<file path="src/rtl/rblt_pkg.sv">
// constants shared by the radio block loopback test controller
// assumes a single 10 MHz clock and a plain strobed register port
`default_nettype none
package rblt_pkg;
	localparam int CLK_HZ = 10_000_000;
	localparam int NUM_SLOTS = 8;
	localparam int ADDR_W = 8;
	localparam int DATA_W = 32;

	// register byte addresses
	localparam logic [7:0] OFS_CTRL = 8'h00;
	localparam logic [7:0] OFS_DL_MASK = 8'h04;
	localparam logic [7:0] OFS_UL_MASK = 8'h08;
	localparam logic [7:0] OFS_STATUS = 8'h0C;
	localparam logic [7:0] OFS_LB_COUNT = 8'h10;

	// control register fields
	localparam int CTRL_MULTI_EN_BIT = 0;
	localparam int CTRL_UL_NO_8PSK_BIT = 1;

	// status register fields
	localparam int STAT_ACTIVE_BIT = 0;
	localparam int STAT_SUB_ON_BIT = 1;
	localparam int STAT_REQ_BIT = 2;
	localparam int STAT_DL_OFS_LSB = 4;
	localparam int STAT_DL_CNT_LSB = 8;
	localparam int STAT_UL_CNT_LSB = 12;

	// reset values
	localparam logic [1:0] CTRL_RST = 2'h0;
	localparam logic [7:0] DL_MASK_RST = 8'h01;
	localparam logic [7:0] UL_MASK_RST = 8'h01;

	// payload type codes, header bits 8 and 7
	localparam logic [1:0] PT_ON_NO_OPT = 2'h0;
	localparam logic [1:0] PT_OFF_NO_OPT = 2'h1;
	localparam logic [1:0] PT_ON_OPT1 = 2'h2;
	localparam logic [1:0] PT_OFF_RSVD = 2'h3;

	// resend of an 8PSK block over GMSK
	localparam logic [1:0] GMSK_SPAN_BLOCKS = 2'h3;
	localparam logic [1:0] NORMAL_SPAN_BLOCKS = 2'h1;
	localparam logic [4:0] GMSK_DROP_BITS = 5'h10;

	typedef enum logic [1:0] {
		RBLT_IDLE,
		RBLT_REQ,
		RBLT_ACTIVE
	} rblt_state_t;
endpackage
`default_nettype wire

</file>
<file path="src/rtl/rblt_ctrl.sv">
// switched radio block loopback controller, mobile side
// assumes all inputs synchronous to clock; radio events are 1-cycle pulses
//
// Added by the designer: strobed register access and the address map.
`default_nettype none
module rblt_ctrl #(
	parameter int SLOTS = rblt_pkg::NUM_SLOTS
) (
	input wire logic clock,
	input wire logic rst,
	// register port
	input wire logic [rblt_pkg::ADDR_W-1:0] reg_addr,
	input wire logic [rblt_pkg::DATA_W-1:0] reg_wdata,
	input wire logic reg_wr,
	input wire logic reg_rd,
	output logic [rblt_pkg::DATA_W-1:0] reg_rdata,
	// test command and flow events
	input wire logic start_cmd,
	input wire logic [2:0] start_dl_offset,
	input wire logic ul_assigned,
	input wire logic tbf_release,
	input wire logic t3190_expired,
	// received block descriptor, before channel decoding
	input wire logic rx_valid,
	input wire logic [2:0] rx_tn,
	input wire logic rx_is_ctrl,
	input wire logic [1:0] rx_payload_type,
	input wire logic rx_hdr_ok,
	input wire logic rx_is_8psk,
	input wire logic rx_tbf_msg,
	// flow control toward the protocol stack
	output logic ul_tbf_req,
	output logic ul_rlc_unack,
	output logic loop_active,
	output logic sub_on,
	output logic llc_block,
	output logic tbf_hold_open,
	output logic t3180_disable,
	output logic t3164_disable,
	output logic own_tx_inhibit,
	output logic rlcmac_fwd,
	output logic ctrl_obey,
	output logic ul_tx_stop,
	output logic ul_discard,
	output logic to_packet_idle,
	// loopback request to the uplink physical layer
	output logic lb_valid,
	output logic [2:0] lb_dl_tn,
	output logic [7:0] lb_ul_slots,
	output logic [1:0] lb_span,
	output logic [4:0] lb_drop_bits
);
	function automatic logic [3:0] count_ones(input logic [7:0] m);
		logic [3:0] c;
		c = 4'h0;
		for (int i = 0; i < 8; i++) begin
			c = c + {3'h0, m[i]};
		end
		return c;
	endfunction

	// position of tn among active slots, counted from start with wrap
	function automatic logic [3:0] rank_from(input logic [7:0] m,
			input logic [2:0] start, input logic [2:0] tn);
		logic [3:0] c;
		logic hit;
		logic [2:0] idx;
		c = 4'h0;
		hit = 1'b0;
		idx = 3'h0;
		for (int i = 0; i < 8; i++) begin
			idx = start + 3'(i);
			if (idx == tn)
				hit = 1'b1;
			else if (!hit && m[idx])
				c = c + 4'h1;
		end
		return c;
	endfunction

	// uplink slots of rank k from TN0, or rank k and above when ext
	function automatic logic [7:0] ul_pick(input logic [7:0] m,
			input logic [3:0] k, input logic ext);
		logic [7:0] sel;
		logic [3:0] r;
		sel = 8'h00;
		r = 4'h0;
		for (int i = 0; i < 8; i++) begin
			if (m[i]) begin
				sel[i] = (r == k) || (ext && r > k);
				r = r + 4'h1;
			end
		end
		return sel;
	endfunction

	rblt_pkg::rblt_state_t state_r, state_nxt;
	logic [1:0] ctrl_r;
	logic [7:0] dl_mask_r;
	logic [7:0] ul_mask_r;
	logic [2:0] dl_ofs_r;
	logic sub_on_r;
	logic [15:0] lb_count_r;

	// register port decode
	wire logic wr_ctrl = reg_wr && reg_addr == rblt_pkg::OFS_CTRL;
	wire logic wr_dl = reg_wr && reg_addr == rblt_pkg::OFS_DL_MASK;
	wire logic wr_ul = reg_wr && reg_addr == rblt_pkg::OFS_UL_MASK;
	wire logic wr_cnt = reg_wr && reg_addr == rblt_pkg::OFS_LB_COUNT;
	wire logic multi_en = ctrl_r[rblt_pkg::CTRL_MULTI_EN_BIT];
	wire logic ul_no_8psk = ctrl_r[rblt_pkg::CTRL_UL_NO_8PSK_BIT];

	wire logic [3:0] dl_cnt = count_ones(dl_mask_r);
	wire logic [3:0] ul_cnt = count_ones(ul_mask_r);
	wire logic in_loop = state_r == rblt_pkg::RBLT_ACTIVE;
	wire logic terminate = (tbf_release || t3190_expired)
		&& state_r != rblt_pkg::RBLT_IDLE;

	// downlink slot rank from the commanded offset
	wire logic [3:0] dl_rank = rank_from(dl_mask_r, dl_ofs_r, rx_tn);
	wire logic dl_is_last = dl_rank == dl_cnt - 4'h1;
	wire logic use_map = multi_en && dl_cnt > 4'h1;
	// uplink ranks always count from TN0
	wire logic [7:0] map_slots = ul_pick(ul_mask_r, dl_rank,
		dl_is_last);
	wire logic [7:0] ul_slots = use_map ? map_slots : ul_mask_r;

	// sub-mode switch on control blocks, bit 7 of header picks OFF
	wire logic pt_off = rx_payload_type == rblt_pkg::PT_OFF_NO_OPT
		|| rx_payload_type == rblt_pkg::PT_OFF_RSVD;
	wire logic sub_cmd = in_loop && rx_valid && rx_is_ctrl;
	wire logic sub_on_nxt = sub_cmd ? !pt_off : sub_on_r;
	// the switching block itself follows the sub-mode in force on arrival
	wire logic do_loop = in_loop && rx_valid && sub_on_r
		&& |ul_slots;
	wire logic resend_gmsk = rx_is_8psk && ul_no_8psk;

	always_comb begin
		state_nxt = state_r;
		unique case (state_r)
			rblt_pkg::RBLT_IDLE:
				if (start_cmd)
					state_nxt = rblt_pkg::RBLT_REQ;
			rblt_pkg::RBLT_REQ:
				if (terminate)
					state_nxt = rblt_pkg::RBLT_IDLE;
				else if (ul_assigned)
					state_nxt = rblt_pkg::RBLT_ACTIVE;
			rblt_pkg::RBLT_ACTIVE:
				if (terminate)
					state_nxt = rblt_pkg::RBLT_IDLE;
		endcase
	end

	always_ff @(posedge clock) begin
		if (rst)
			state_r <= rblt_pkg::RBLT_IDLE;
		else
			state_r <= state_nxt;
	end

	always_ff @(posedge clock) begin
		if (rst) begin
			ctrl_r <= rblt_pkg::CTRL_RST;
			dl_mask_r <= rblt_pkg::DL_MASK_RST;
			ul_mask_r <= rblt_pkg::UL_MASK_RST;
		end else begin
			if (wr_ctrl)
				ctrl_r <= reg_wdata[1:0];
			if (wr_dl)
				dl_mask_r <= reg_wdata[7:0];
			if (wr_ul)
				ul_mask_r <= reg_wdata[7:0];
		end
	end

	// offset latched with the command so later changes cannot renumber
	always_ff @(posedge clock) begin
		if (rst)
			dl_ofs_r <= 3'h0;
		else if (start_cmd && state_r == rblt_pkg::RBLT_IDLE)
			dl_ofs_r <= start_dl_offset;
	end

	always_ff @(posedge clock) begin
		if (rst)
			sub_on_r <= 1'b1;
		else if (state_r != rblt_pkg::RBLT_ACTIVE)
			sub_on_r <= 1'b1;
		else
			sub_on_r <= sub_on_nxt;
	end

	// loopback counter: hardware increment wins over software clear
	always_ff @(posedge clock) begin
		if (rst)
			lb_count_r <= 16'h0000;
		else if (do_loop)
			lb_count_r <= lb_count_r + 16'h0001;
		else if (wr_cnt)
			lb_count_r <= 16'h0000;
	end

	// flow control outputs, all registered
	always_ff @(posedge clock) begin
		if (rst) begin
			ul_tbf_req <= 1'b0;
			ul_rlc_unack <= 1'b0;
			loop_active <= 1'b0;
			sub_on <= 1'b0;
			llc_block <= 1'b0;
			tbf_hold_open <= 1'b0;
			t3180_disable <= 1'b0;
			t3164_disable <= 1'b0;
			own_tx_inhibit <= 1'b0;
		end else begin
			ul_tbf_req <= state_r == rblt_pkg::RBLT_IDLE && start_cmd;
			ul_rlc_unack <= state_nxt != rblt_pkg::RBLT_IDLE;
			loop_active <= state_nxt == rblt_pkg::RBLT_ACTIVE;
			sub_on <= state_nxt == rblt_pkg::RBLT_ACTIVE
				&& (in_loop ? sub_on_nxt : 1'b1);
			llc_block <= state_nxt != rblt_pkg::RBLT_IDLE;
			tbf_hold_open <= state_nxt == rblt_pkg::RBLT_ACTIVE;
			t3180_disable <= state_nxt == rblt_pkg::RBLT_ACTIVE;
			t3164_disable <= state_nxt == rblt_pkg::RBLT_ACTIVE;
			own_tx_inhibit <= state_nxt == rblt_pkg::RBLT_ACTIVE
				&& (in_loop ? sub_on_nxt : 1'b1);
		end
	end

	// per-block and termination pulses
	always_ff @(posedge clock) begin
		if (rst) begin
			rlcmac_fwd <= 1'b0;
			ctrl_obey <= 1'b0;
			ul_tx_stop <= 1'b0;
			ul_discard <= 1'b0;
			to_packet_idle <= 1'b0;
		end else begin
			// outside sub-mode ON the normal receive path already forwards
			rlcmac_fwd <= in_loop && rx_valid && sub_on_r
				&& rx_hdr_ok;
			ctrl_obey <= in_loop && rx_valid && rx_is_ctrl
				&& rx_hdr_ok && rx_tbf_msg;
			ul_tx_stop <= terminate;
			ul_discard <= terminate;
			to_packet_idle <= terminate;
		end
	end

	// loopback descriptor toward the uplink physical layer
	always_ff @(posedge clock) begin
		if (rst) begin
			lb_valid <= 1'b0;
			lb_dl_tn <= 3'h0;
			lb_ul_slots <= 8'h00;
			lb_span <= rblt_pkg::NORMAL_SPAN_BLOCKS;
			lb_drop_bits <= 5'h00;
		end else begin
			lb_valid <= do_loop;
			if (do_loop) begin
				lb_dl_tn <= rx_tn;
				lb_ul_slots <= ul_slots;
				lb_span <= resend_gmsk ? rblt_pkg::GMSK_SPAN_BLOCKS
					: rblt_pkg::NORMAL_SPAN_BLOCKS;
				lb_drop_bits <= resend_gmsk ? rblt_pkg::GMSK_DROP_BITS
					: 5'h00;
			end
		end
	end

	// read data one cycle after the strobe, unmapped reads give zero
	logic [rblt_pkg::DATA_W-1:0] rd_mux;
	always_comb begin
		rd_mux = '0;
		unique case (reg_addr)
			rblt_pkg::OFS_CTRL:
				rd_mux[1:0] = ctrl_r;
			rblt_pkg::OFS_DL_MASK:
				rd_mux[7:0] = dl_mask_r;
			rblt_pkg::OFS_UL_MASK:
				rd_mux[7:0] = ul_mask_r;
			rblt_pkg::OFS_STATUS: begin
				rd_mux[rblt_pkg::STAT_ACTIVE_BIT] = in_loop;
				rd_mux[rblt_pkg::STAT_SUB_ON_BIT] = in_loop && sub_on_r;
				rd_mux[rblt_pkg::STAT_REQ_BIT] =
					state_r == rblt_pkg::RBLT_REQ;
				rd_mux[rblt_pkg::STAT_DL_OFS_LSB +: 3] = dl_ofs_r;
				rd_mux[rblt_pkg::STAT_DL_CNT_LSB +: 4] = dl_cnt;
				rd_mux[rblt_pkg::STAT_UL_CNT_LSB +: 4] = ul_cnt;
			end
			rblt_pkg::OFS_LB_COUNT:
				rd_mux[15:0] = lb_count_r;
			default:
				rd_mux = '0;
		endcase
	end

	always_ff @(posedge clock) begin
		if (rst)
			reg_rdata <= '0;
		else if (reg_rd)
			reg_rdata <= rd_mux;
		else
			reg_rdata <= '0;
	end
endmodule
`default_nettype wire

</file>
<file path="config.mk">
export PLATFORM = sky130hd
export DESIGN_NAME = rblt_ctrl
export DESIGN_NICKNAME = d
export VERILOG_FILES = /design/src/rtl/rblt_pkg.sv /design/src/rtl/rblt_ctrl.sv
export SDC_FILE = /design/constraint.sdc
export NUM_CORES = 1
export LEC_CHECK = 0
export ABC_AREA = 0
export BUFFER_PORTS_ARGS = -buffer_cell sky130_fd_sc_hd__buf_2
export CORE_MARGIN = 2
export CORE_UTILIZATION = 55
export CTS_CLUSTER_DIAMETER = 150
export CTS_CLUSTER_SIZE = 12
export DETAILED_ROUTE_END_ITERATION = 16
export PLACE_DENSITY_LB_ADDON = 0.2
export SLEW_MARGIN = 0
export SYNTH_ARGS = -nofsm -noshare
export SYNTH_HDL_FRONTEND = slang
export SYNTH_SLANG_ARGS = --single-unit
export TNS_END_PERCENT = 30
</file>
<file path="constraint.sdc">
create_clock -name clock -period 12.92 [get_ports clock]
set_clock_uncertainty 0.15 [all_clocks]
set_input_delay 3.23 -clock clock [delete_from_list [all_inputs] [get_ports clock]]
set_output_delay 3.23 -clock clock [all_outputs]
set_load 0.05 [all_outputs]
</file>
* Word level (Yosys, flattened, before mapping)
Cells that the tools add are included.
** Storage, ports and cells
- Word-level logic and storage cells :: 232
- Bits in registers :: 98
** Cells by class
- Add/sub/neg operators :: 36
- Bitwise gates (word level) :: 1
- $lt $le $gt $ge :: 17
- Mux-type cells :: 72
- Reductions and logical operators :: 59
- Equal/unequal tests :: 26
** Operators with widths (count)
- $mux 4 :: 20
- $add 4x1->4 const B :: 13
- $add 4x1->4 :: 8
- $eq 4x4->1 :: 8
- $logic_and 1x1->1 :: 32
- $lt 3x4->1 const B :: 8
- $mux 16 :: 2
- $gt 4x4->1 :: 7
- $mux 1 :: 28
- $bmux 1 s3 :: 8
- $eq 3x3->1 :: 8
- $add 16x1->16 const B :: 1
- $eq 8x4->1 const B :: 2
- $pmux 8 s2 :: 1
- $add 3x3->3 const B :: 4
- $pmux 3 s4 :: 1
- $logic_or 1x1->1 :: 10
- $mux 2 :: 5
- $pmux 2 s5 :: 1
- $add 3x1->4 :: 2
- $eq 8x3->1 const B :: 1
- $eq 8x5->1 const B :: 1
- $logic_not 1->1 :: 8
- $logic_not 8->1 :: 1
- 21 further kinds :: 31

* Depth between registers and ports, before layout
- Word-level depth :: 33
- Mapped depth :: 42

* Least setup slack after synthesis
No wires, ideal clock.
- Path type :: input port to flip-flop
- From :: input port rx_tn[0]
- To :: register lb_ul_slots[6]
- Stages :: 36
- Library setup time :: 88 ps
- Data arrival time :: 9880 ps
- Slack :: 2802 ps
- Data required time :: 12682 ps
- Cells stage by stage :: xor2_1 clkbuf_1 nor3_1 nor3_1 a21oi_1 a31oi_1 ha_1 inv_1 a21oi_1 ha_1 mux2_2 and2_1 ha_1 o21ai_0 nand3_1 o211a_1 ha_1 nand2_1 nand2_1 ha_1 nor3_1 a31oi_1 ha_1 and2_1 xnor2_1 xor3_1 ha_1 a21oi_1 or4_1 o21a_1 a211oi_1 a2111oi_4 a21oi_4 buf_6 nor2_1 a311oi_2
** On the way
- Longest elaborated chain between the ends :: 31
** RTL lines
- from (decl) :: RTL line rblt_ctrl.sv:25 : input wire logic [2:0] rx_tn,
- branches (longest 23 deep; another with $add 4x1->4)
- $mux 4 * :: RTL line rblt_ctrl.sv:73 : if (idx == tn)
- $gt 1x4->1 (tied with other cells) :: RTL line rblt_ctrl.sv:90 : sel[i] = (r == k) || (ext && r > k);
- $logic_and 1x1->1 :: RTL line rblt_ctrl.sv:90
- $logic_or 1x1->1 :: RTL line rblt_ctrl.sv:90
- $mux 1 :: RTL line rblt_ctrl.sv:89 : if (m[i]) begin
- $mux 8 * :: RTL line rblt_ctrl.sv:126 : wire logic [7:0] ul_slots = use_map ? map_slots : ul_mask_r;
- $reduce_or 8->1 :: RTL line rblt_ctrl.sv:135 : && |ul_slots;
- $logic_and 1x1->1 :: RTL line rblt_ctrl.sv:135
- to (signal assigned) :: RTL line rblt_ctrl.sv:263 : lb_ul_slots <= ul_slots;
- to (decl) :: RTL line rblt_ctrl.sv:49 : output logic [7:0] lb_ul_slots,
Mark *: on every way between the ends.
A chain may end at the register's enable or synchronous reset.

* Final worst setup path
- From :: input port rx_tn[0]
- To :: register lb_ul_slots[7]
Same word-level chain as after synthesis.

==> results.py <==
metrics = {
    "synthesis": {
        "ys_warn_count": 0,
        "netlist.area_leader.share": 0.2421,
        "ys_ff_latch": 76,
        "synth_cells": 757,
        "async_flop_share": 0,
        "yosys-top-cells-area": "dfxtp_1, ha_1, a21oi_1, nand2_1, buf_4",
        "ys_types": 77,
        "synth-edff-count": 0,
        "yosysTopAreaCell": "dfxtp_1",
        "syn_avg_cell_area_sq_um": 8.302,
        "yosysSeqAreaShare": 0.2421,
        "netlist_area_sq_um": 6285,
        "ys.flop_type": "dfxtp_1",
    },
    "detailed_routing": {
        "wl_per_cell_um": 17.10,
        "via_count": 5701,
        "vias_per_cell": 5.970,
        "drc": 0,
        "detail-route-antenna-nets": 0,
        "wl_mm": 16.33,
        "drt_iter0_drc": 418,
        "firstDrtPassIters": 5,
    },
    "sta": {
        "hold_viol_final": 0,
        "fmax_mhz": 89.89,
        "whs_ns": 0.3038,
        "worstMarginPinSlew_ns": 1.038,
        "post-route-min-period_ns": 11.12,
        "slew_violations": 0,
        "setup_tns_ns": 0,
        "post-route-period-util": 0.8610,
        "rsz0062_at_grt": "no",
        "relSlewSlack": 0.3018,
        "setup_viol": 0,
    },
    "pwr": {
        "switchingPower_w": 0.0002365,
        "pwr-share-clk": 0.390,
        "p_comb_frac": 0.261,
        "p_seq_frac": 0.349,
        "ir_drop_mv": 0.1116,
        "p_sw_frac": 0.3393,
        "intPower_w": 0.0004605,
        "p_leak_nw": 3.040,
        "power.density_nw_per_um2": 101.2,
    },
    "cells_and_area": {
        "drive_gt1_frac": 0.1626,
        "fillCellCount": 983,
        "fin_area_sq_um": 6889,
        "fin_nets": 923,
        "syn2layout_area_growth_pct": 9.616,
        "register_area_sq_um": 1521,
        "fin_cells": 955,
        "mostFrequentLayoutCells": "buf_2, dfxtp_1, nand2_1, a21oi_1, inv_1",
        "diodes": 0,
        "multi_input_area_sq_um": 4243,
        "layout_commonest_cell": "buf_2",
    },
    "floorplanning": {
        "coreArea_sq_um": 11270,
        "rows": 39,
        "start_util": 0.5576,
        "fp.dieW_um": 110.9,
        "fp.dieH_um": 110.9,
        "dieArea_sq_um": 12300,
        "num_io_pins": 126,
    },
    "placed_design": {
        "port_buffers": 79,
        "placed_cell_area_sq_um": 6573,
        "dpl.hpwl_mm": 12.07,
        "place.gp.congestion": 0.9175,
        "place_inst": 939,
    },
    "outcome": {
        "status": "complete, no violations",
    },
    "critical_path": {
        "crit_fanout": 36,
        "max_stage_delay_ns": 0.50,
        "crit_required_ns": 13.03,
        "r2r_slack_ns": 3.30,
        "setup.worst_path.class": "in -> reg",
        "crit_top_cell": "ha_1",
        "cp_slowest_cell": "a21oi_4",
        "worstSetupEndpointType": "flop",
        "cp-start-kind": "input pin",
        "crit_arrival_ns": 11.23,
    },
    "worst_hold_path": {
        "min_path_type": "reg -> reg",
    },
    "clocking": {
        "cts_root_buffer": "clkbuf_16",
        "cts-hold-fix-buffers": 0,
        "cts_resized": 0,
        "cts_sinks": 76,
        "cts.htree.levels": 3,
        "cts_buffer_depth": 2,
        "clock_latency_ns": 0.34,
        "cts_tree": "built",
        "clkTransAtPathRegs_ns": 0.07,
        "numCtsBuffers": 9,
        "cts_setup_buffers": 0,
    },
    "global_routing": {
        "grt_first_pass_wirelength_mm": 27.23,
        "grt_max_degree": 56,
        "grt.total_usage": 0.2683,
        "grt_pass1_vias": 5624,
        "overflow": 0,
        "antenna_found_initial": 0,
    },
    "flow_run": {
        "maxCapViolations": 0,
    },
}
per-layer routing:
metal | global-route usage | part of all wire | vias up
li1 | - | - | 2741
met1 | 0.3306 | 0.42 | 2727
met2 | 0.4634 | 0.50 | 203
met3 | 0.06397 | 0.063 | 30
met4 | 0.08583 | 0.025 | 0
met5 | 0 | 0 | -
per-stage QoR:
stage	setup WS, ns	power [W]	utilization
2_1_floorplan	2.802	0.0003984	-
6_report	1.796	0.0006970	0.6112
3_5_place_dp	1.519	0.0004281	0.5831
5_1_grt	1.123	0.0007317	0.6112
4_1_cts	1.837	0.0006985	0.6112
3_3_place_gp	1.803	0.0004210	0.5831
Yosys cell counts (all sizes together) (18+ instances only):
library cell,number
a21oi,60
inv,50
nor2,44
nand2,70
nand3b,18
xnor2,20
nand3,37
dfxtp,76
and3,18
clkbuf,24
nor2b,31
o21ai,35
buf,40
ha,47
power groups by stage:
stage / Combinational (W) / Clock [W] / Sequential (W)
2_1_floorplan: 0.000149 / 0 / 0.000249
3_3_place_gp: 0.000173 / 0 / 0.000248
3_5_place_dp: 0.000180 / 0 / 0.000248
4_1_cts: 0.000181 / 0.000275 / 0.000243
5_1_grt: 0.000203 / 0.000285 / 0.000244
6_report: 0.000182 / 0.000272 / 0.000243
path summary, 6_finish.rpt:
kind                                                   from                     endpoint  cells after the start
worst min-delay path            lb_ul_slots[5]$_SDFFE_PP0P_  lb_ul_slots[5]$_SDFFE_PP0P_                      2
worst min register to register  lb_ul_slots[5]$_SDFFE_PP0P_  lb_ul_slots[5]$_SDFFE_PP0P_                      2
worst max register to register     dl_ofs_r[0]$_SDFFE_PP0P_  lb_ul_slots[7]$_SDFFE_PP0P_                     37
worst max-delay path                               rx_tn[0]  lb_ul_slots[7]$_SDFFE_PP0P_                     35
layout make-up:
type                    instances  area share
flip-flops and latches         76      0.2209
clock inverters                 7     0.01326
multi-input cells             585      0.6159
repair buffers                 84     0.06284
clock buffers                   9     0.03269
inverters                      51     0.02851
well taps                     143     0.02597
critical path: cells and delay by family:
kind            cells  cell delay [ns]
fa+ha+maj           7             2.16
compound gates     12             2.46
buf+inv             4             0.91
mux                 1             0.29
simple gates        8             1.40
xor+xnor            3             0.80
registers in the layout, indices dropped and copies added (netlist names), 2 cells and up:
signal	flops
dl_mask_r	8
lb_ul_slots	8
ul_mask_r	8
lb_count_r	16
ctrl_r	2
reg_rdata	16
state_r	2
dl_ofs_r	3
lb_dl_tn	3
logic make-up after synthesis:
family | share of synthesized area
AOI/OAI and AO/OA | 0.1756
xor gates and xnor gates | 0.06809
adders and majority gates | 0.1191
buffers and inverters | 0.09417
DFF | 0.2421
muxes | 0.06928
other | 0.001195
and+or+nand+nor | 0.2305
(Power assumes the default switching activity.)
